===== src/rfc_map.vh =====
`ifndef CONV_MAP_VH
`define CONV_MAP_VH
// Summary of operation
// Only one resistor oscillator runs at a time and the selected one alone clocks the converter.
// The oscillator is the capacitor pin plus the resistor pin named by the channel field.
// Timer-input select 1 feeds the prescaled converter clock to Timer0, 0 feeds the counter pin.
// The prescaler divides by 64, 16, 4 or 1 for codes 00, 01, 10, 11.
// The stop bit at 1 halts the oscillation; it runs only while the bit is 0.
// The slow-clock-type bit changes only while the fast clock is selected.
// Software sets up the oscillator before choosing it as slow clock.
// Pin code 11 on P1.7 makes it the capacitor pin; other codes are port modes.
// Pin code 11 on P1.6, P1.5, P1.4 makes them resistor pins of channels 2, 1, 0.
// The converter clock can be counted by Timer0 or used as system slow clock.
// The crystal-clocked reference timer gives the interval for comparison.
// Channel code 11 enables no resistor channel.
`define ADDR_PIN_FUNC   8'ha3
`define ADDR_CONV_CTRL  8'haf
`define ADDR_CLK_CTRL   8'hd8
`define ADDR_AUX_CTRL   8'hf8
`define RST_PIN_FUNC    8'h00
`define RST_CONV_CTRL   5'h0c
`define RST_CLK_CTRL    8'h67
`define RST_AUX_CTRL    4'h0
`define CONV_T0SEL_BIT  4
`define CLK_STYPE_BIT   7
`define CLK_FAST_BIT    2
`define AUX_STOP_BIT    1
`define PIN_CONV_CODE   2'h3
`define CH_NONE         2'h3
`endif


===== src/resistor_oscillator_measure.v =====
// The Avalon-MM register port is this design's own decision.
`include "rfc_map.vh"
module resistor_oscillator_measure (
   input  wire        core_clk_i,
   input  wire        rst_b_i,
   input  wire [7:0]  avs_address_i,
   input  wire        avs_read_i,
   input  wire        avs_write_i,
   input  wire [31:0] avs_writedata_i,
   output reg  [31:0] avs_readdata_o,
   output wire        avs_waitrequest_o,
   input  wire        osc_cap_i,
   input  wire        counter_pin_i,
   output wire        resistor_pin_ch0_oe_b_o,
   output wire        resistor_pin_ch1_oe_b_o,
   output wire        resistor_pin_ch2_oe_b_o,
   output wire        resistor_pin_out_o,
   output reg         timer0_event_o,
   output reg         slow_clock_event_o,
   output wire        osc_running_o,
   output wire        slow_clock_type_o,
   output wire        fast_clock_select_o,
   output wire [7:0]  port1_upper_pin_function_o
);
   reg  [7:0] pin_func_q;
   reg  [4:0] conv_ctrl_q;
   reg  [7:0] clk_ctrl_q;
   reg  [3:0] aux_ctrl_q;
   reg        ack_q;
   reg        cap_d1_q;
   wire       cap_sync;
   wire       cap_rise;
   wire       pin_sync;
   reg        pin_d1_q;
   wire       pin_rise;
   wire       tick;
   wire       req;
   wire [1:0] ch;
   wire       cap_pin_en;
   wire       ch_pin_en;
   // Pin code 11 hands the pin to the converter
   function pin_is_conv;
      input [1:0] code;
      begin
         pin_is_conv = (code == `PIN_CONV_CODE);
      end
   endfunction
   // Request served one cycle after it is raised
   assign req = avs_read_i | avs_write_i;
   assign avs_waitrequest_o = req & ~ack_q;
   always @(posedge core_clk_i or negedge rst_b_i) begin
      if (!rst_b_i) begin
         ack_q <= 1'b0;
      end else begin
         ack_q <= req & ~ack_q;
      end
   end
   wire wr = avs_write_i & ack_q;
   always @(posedge core_clk_i or negedge rst_b_i) begin
      if (!rst_b_i) begin
         pin_func_q  <= `RST_PIN_FUNC;
         conv_ctrl_q <= `RST_CONV_CTRL;
         clk_ctrl_q  <= `RST_CLK_CTRL;
         aux_ctrl_q  <= `RST_AUX_CTRL;
      end else if (wr) begin
         case (avs_address_i)
            `ADDR_PIN_FUNC: begin
               pin_func_q <= avs_writedata_i[7:0];
            end
            `ADDR_CONV_CTRL: begin
               conv_ctrl_q <= avs_writedata_i[4:0];
            end
            `ADDR_CLK_CTRL: begin
               clk_ctrl_q[6:0] <= avs_writedata_i[6:0];
               if (clk_ctrl_q[`CLK_FAST_BIT]) begin
                  clk_ctrl_q[7] <= avs_writedata_i[7];
               end
            end
            `ADDR_AUX_CTRL: begin
               aux_ctrl_q <= avs_writedata_i[3:0];
            end
            default: begin
            end
         endcase
      end
   end
   always @(posedge core_clk_i or negedge rst_b_i) begin
      if (!rst_b_i) begin
         avs_readdata_o <= 32'h00000000;
      end else if (avs_read_i & ~ack_q) begin
         case (avs_address_i)
            `ADDR_PIN_FUNC:  avs_readdata_o <= {24'h000000, pin_func_q};
            `ADDR_CONV_CTRL: avs_readdata_o <= {27'h0, conv_ctrl_q};
            `ADDR_CLK_CTRL:  avs_readdata_o <= {24'h000000, clk_ctrl_q};
            `ADDR_AUX_CTRL:  avs_readdata_o <= {28'h0000000, aux_ctrl_q};
            default:         avs_readdata_o <= 32'h00000000;
         endcase
      end
   end
   assign ch = conv_ctrl_q[1:0];

   assign cap_pin_en = pin_is_conv(pin_func_q[7:6]);

   assign osc_running_o = cap_pin_en & ~aux_ctrl_q[`AUX_STOP_BIT] & (ch != `CH_NONE);

   assign ch_pin_en = (ch == 2'h0) ? pin_is_conv(pin_func_q[1:0]) :
                      (ch == 2'h1) ? pin_is_conv(pin_func_q[3:2]) :
                      (ch == 2'h2) ? pin_is_conv(pin_func_q[5:4]) : 1'b0;
   // only the selected resistor pin is ever driven
   assign resistor_pin_ch0_oe_b_o = ~(osc_running_o & ch_pin_en & (ch == 2'h0));
   assign resistor_pin_ch1_oe_b_o = ~(osc_running_o & ch_pin_en & (ch == 2'h1));
   assign resistor_pin_ch2_oe_b_o = ~(osc_running_o & ch_pin_en & (ch == 2'h2));
   // Feedback inverts capacitor level to keep the RC swinging
   assign resistor_pin_out_o = ~cap_sync;
   conv_sync u_cap_sync (
      .core_clk_i (core_clk_i),
      .rst_b_i    (rst_b_i),
      .async_i    (osc_cap_i),
      .sync_o     (cap_sync)
   );
   conv_sync u_pin_sync (
      .core_clk_i (core_clk_i),
      .rst_b_i    (rst_b_i),
      .async_i    (counter_pin_i),
      .sync_o     (pin_sync)
   );
   always @(posedge core_clk_i or negedge rst_b_i) begin
      if (!rst_b_i) begin
         cap_d1_q <= 1'b0;
         pin_d1_q <= 1'b0;
         timer0_event_o <= 1'b0;
         slow_clock_event_o <= 1'b0;
      end else begin
         cap_d1_q <= cap_sync;
         pin_d1_q <= pin_sync;

         timer0_event_o <= conv_ctrl_q[`CONV_T0SEL_BIT] ? tick : pin_rise;
         slow_clock_event_o <= cap_rise;
      end
   end
   assign cap_rise = cap_sync & ~cap_d1_q & osc_running_o;
   assign pin_rise = pin_sync & ~pin_d1_q;
   conv_prescaler u_psc (
      .core_clk_i (core_clk_i),
      .rst_b_i    (rst_b_i),
      .edge_i     (cap_rise),
      .code_i     (conv_ctrl_q[3:2]),
      .tick_o     (tick)
   );
   // the crystal reference timer lives outside this block
   assign slow_clock_type_o = clk_ctrl_q[`CLK_STYPE_BIT];
   assign fast_clock_select_o = clk_ctrl_q[`CLK_FAST_BIT];
   assign port1_upper_pin_function_o = pin_func_q;
endmodule


===== src/conv_sync.v =====
module conv_sync (
   input  wire core_clk_i,
   input  wire rst_b_i,
   input  wire async_i,
   output wire sync_o
);
   reg meta_q;
   reg sync_q;
   always @(posedge core_clk_i or negedge rst_b_i) begin
      if (!rst_b_i) begin
         meta_q <= 1'b0;
         sync_q <= 1'b0;
      end else begin
         meta_q <= async_i;
         sync_q <= meta_q;
      end
   end
   assign sync_o = sync_q;
endmodule


===== src/conv_prescaler.v =====
`include "rfc_map.vh"
module conv_prescaler (
   input  wire       core_clk_i,
   input  wire       rst_b_i,
   input  wire       edge_i,
   input  wire [1:0] code_i,
   output wire       tick_o
);
   reg  [5:0] cnt_q;
   wire [5:0] last;

   assign last = (code_i == 2'h0) ? 6'h3f : (code_i == 2'h1) ? 6'h0f :
                 (code_i == 2'h2) ? 6'h03 : 6'h00;
   always @(posedge core_clk_i or negedge rst_b_i) begin
      if (!rst_b_i) begin
         cnt_q <= 6'h00;
      end else if (edge_i) begin
         cnt_q <= (cnt_q >= last) ? 6'h00 : cnt_q + 6'h01;
      end
   end
   assign tick_o = edge_i && (cnt_q >= last);
endmodule


===== config.mk =====
export PLATFORM = sky130hd
export DESIGN_NAME = resistor_oscillator_measure
export DESIGN_NICKNAME = d
export VERILOG_FILES = /design/src/resistor_oscillator_measure.v /design/src/conv_sync.v /design/src/conv_prescaler.v
export VERILOG_INCLUDE_DIRS = /design/src
export SDC_FILE = /design/constraint.sdc
export NUM_CORES = 1
export LEC_CHECK = 0
export ABC_AREA = 0
export BUFFER_PORTS_ARGS = -buffer_cell sky130_fd_sc_hd__buf_2
export CORE_MARGIN = 2
export CORE_UTILIZATION = 35
export DETAILED_ROUTE_END_ITERATION = 7
export HOLD_SLACK_MARGIN = 0.12
export MAX_ROUTING_LAYER = met4
export PLACE_DENSITY_LB_ADDON = 0.12
export REMOVE_ABC_BUFFERS = 1
export SETUP_SLACK_MARGIN = 0.05
export SYNTH_ARGS = -nofsm -noshare
export SYNTH_HDL_FRONTEND = slang
export SYNTH_SLANG_ARGS = --single-unit

===== constraint.sdc =====
create_clock -name core_clk_i -period 5 [get_ports core_clk_i]
set_input_delay 0.75 -clock core_clk_i [delete_from_list [all_inputs] [get_ports core_clk_i]]
set_output_delay 0.75 -clock core_clk_i [all_outputs]
set_load 0.1 [all_outputs]

==> results.tsv <==
stage	metric	value	unit
synthesis	Synth cell types	45	
final_layout	most frequent cells in the layout	buf_2, dfrtp_1, mux2_2, conb_1, nand2_1	
synthesis	Yosys Warn Count	0	
die	io pins	96	
clock_tree	htree depth	2	
clock_tree	Worst-Skew Late Latency	290	ps
final_layout	share of layout cells above drive strength 1	37.11	%
timing	final setup fails	0	
worst_setup_path	Worst EP required	4250	ps
clock_tree	post-cts resize count	0	
timing	setup TNS	0	ps
timing	Fin. Hold Viols	0	
routing	routed vias/inst	4.985	
die	Die Span X	87.07	µm
worst_setup_path	R2R Path End	timer0_event_o	
global_routing	first-pass GRT wire length	8.473	mm
die	# rows	30	
routing	Post-DRT Antenna Nets	0	
power_and_ir_drop	VDD IR-drop max	0.1564	mV
power_and_ir_drop	Pwr Total	829.9	µW
power_and_ir_drop	LEAKAGE	1.357	nW
timing	FMAX	390.2	MHz
routing	met3 WL	337	µm
synthesis	mapped cell area	2415	µm²
die	initial core utilization	35.94	%
routing	Residual DRC	0	
clock_tree	clock tree buffer depth	2	
timing	Rel. slew slack	54.28	%
timing	post-layout min period	2562	ps
worst_setup_path	worst setup path category	reg -> out	
worst_setup_path	critical path launch point	port1_upper_pin_function_o[6]	
clock_tree	Worst-path clk slew	80	ps
synthesis	EDFF count, synth	0	
synthesis	asr flop ratio synth	100.0	%
worst_setup_path	Critical Path AT	1810	ps
place	DP HPWL	3.763	mm
timing	RSZ-0062 raised after global routing	no	
clock_tree	post-CTS setup buffer count	0	
final_layout	diode count	0	
global_routing	initial antenna violation count	0	
worst_setup_path	Critical Path End	osc_running_o	
routing	uppermost routed layer	met4	
worst_setup_path	crit path capture type	primary output	
timing	post-route clock period utilization	51.25	%
routing	met1 WL	2.527	mm
place	Place WS	2379	ps
worst_setup_path	CP startpoint kind	flip-flop	
final_layout	Finished Layout Cells	336	
timing	fin worst setup slack	2438	ps
place	IO buf count	47	
synthesis	sequential area share after synthesis	50.10	%
routing	total routed wirelength	5.098	mm
global_routing	total grt overflow	0	
synthesis	syn avg cell area	11.78	µm²
place	dpl cells	328	
global_routing	largest net degree at the start of global routing	49	
clock_tree	CTS tree	done	
worst_setup_path	FF-to-FF Start	conv_ctrl_q[3]	
worst_setup_path	CP Max Fanout	5	
routing	First-pass DRT Iterations	4	
synthesis	Mapped Cells	205	
global_routing	number of global-route vias before repair	1615	
routing	met2 routed WL	2.203	mm
timing	Tightest Pin Transition	680.7	ps
global_routing	total global-route track usage	14.94	%
final_layout	commonest non-fill, non-tap cell in the layout	buf_2	
place	RD Place Congestion	0.7505	
timing	clock skew	1.726	ps
final_layout	area growth from synthesis to layout	14.14	%
clock_tree	number of CTS-inserted buffers	5	
routing	via count	1675	
synthesis	ys flop type	dfrtp_1	
die	Die Footprint	7580	µm²
power_and_ir_drop	Power Dens Cells	301.1	nW/µm²
hold_path	worst hold-check path type	reg -> reg	
final_layout	Core Util, Final	41.02	%
final_layout	# fillers	650	
worst_setup_path	R2R depth	6	
routing	initial DRC count	67	
outcome	outcome	completed	
worst_setup_path	setup slack, reg-to-reg	2890	ps
die	Die Height	87.07	µm
clock_tree	Post-CTS Hold Buffers	0	
clock_tree	Root Driver	clkbuf_8	
synthesis	number of synthesized register bits	48	
hold_path	HP Start	u_cap_sync.meta_q	
die	core area	6719	µm²
flow_run	Max-Cap Viols	0	
final_layout	nets@finish	306	
clock_tree	CTS sink count	48	
routing	wire length per cell	15.17	µm
timing	Max Slew Vio Count	0	
worst max-delay path, stage by stage, from the launching register on:
cell,delay [ps]
dfrtp_1,460
nand2_1,110
a211oi_1,440
buf_2,520
synthesized netlist by cell type (2+ instances only):
cell / n / area [µm²]
nand2_1: 14 / 52.55
nand3_1: 3 / 15.01
a22o_1: 5 / 43.79
a32oi_1: 3 / 26.28
buf_4: 24 / 180.2
nand2b_1: 3 / 18.77
nor2_1: 4 / 15.01
o21ai_0: 9 / 45.04
a222oi_1: 4 / 40.04
ha_1: 5 / 62.56
inv_1: 5 / 18.77
dfrtp_1: 41 / 1026
nor3_1: 4 / 20.02
nand4_1: 6 / 37.54
dfstp_2: 7 / 183.9
xor2_1: 5 / 43.79
clkbuf_1: 4 / 15.01
mux2_2: 25 / 281.5
and4_1: 2 / 17.52
and2_1: 2 / 12.51
a21oi_1: 6 / 30.03
metrics by stage:
| step | hold slack [ps] | area [µm²] |
|---|---|---|
| 6_report | 355.7 | 2756 |
| 5_1_grt | 361.8 | 2756 |
| 4_1_cts | 357.4 | 2756 |
| 3_5_place_dp | 336.3 | 2649 |
| 3_3_place_gp | 333.2 | 2649 |
| 2_1_floorplan | 331.2 | 2306 |
worst min path at each step:
stage,end,slack (ps),cells after the start
2_1_floorplan,u_cap_sync.sync_o,330,0
6_report,u_cap_sync.sync_o,360,0
3_5_place_dp,u_cap_sync.sync_o,340,0
5_1_grt,u_cap_sync.sync_o,360,0
3_3_place_gp,u_pin_sync.sync_o,330,0
4_1_cts,u_cap_sync.sync_o,360,0
kinds of logic after synthesis:
| kind of cell | count (synthesis) | synth area share (%) |
|---|---|---|
| AOI/OAI and AO/OA | 35 | 10.10 |
| muxes | 26 | 12.07 |
| buffers and inverters | 33 | 8.860 |
| xor gates and xnor gates | 5 | 1.813 |
| other | 1 | 0.1553 |
| and+or+nand+nor | 52 | 14.30 |
| adders and majority gates | 5 | 2.591 |
| DFF | 48 | 50.10 |
state kept, by name, indices dropped and copies added, names as in the netlist:
register,flops
clk_ctrl_q,8
u_pin_sync.meta_q,1
ack_q,1
aux_ctrl_q,4
avs_readdata_o,8
u_psc.cnt_q,6
conv_ctrl_q,5
u_cap_sync.meta_q,1
port1_upper_pin_function_o,8
u_cap_sync.sync_o,1
u_pin_sync.sync_o,1
pin_d1_q,1
timer0_event_o,1
slow_clock_event_o,1
cap_d1_q,1
layout make-up:
class	instances	area, µm²	share of cell area (%)
sequential	48	1210	43.89
tap	80	100.1	3.631
multi-input combinational	147	1077	39.08
clock buffer	6	72.57	2.633
clock inverter	2	35.03	1.271
inverter	5	18.77	0.6809
timing repair buffer	48	242.7	8.806
routing by layer:
metal	vias to the layer above	global-route usage [%]
li1	806	-
met2	62	20.82
met4	0	3.835
met3	2	3.981
met1	805	21.49
met5	-	-
report_power, final:
| part | internal, mW | switching, mW | total (mW) |
|---|---|---|---|
| Sequential | 0.398 | 0.00820 | 0.406 |
| Combinational | 0.0189 | 0.132 | 0.151 |
| Clock | 0.148 | 0.124 | 0.272 |
| Total | 0.565 | 0.264 | 0.830 |
Power figures use the tool's default switching activity.
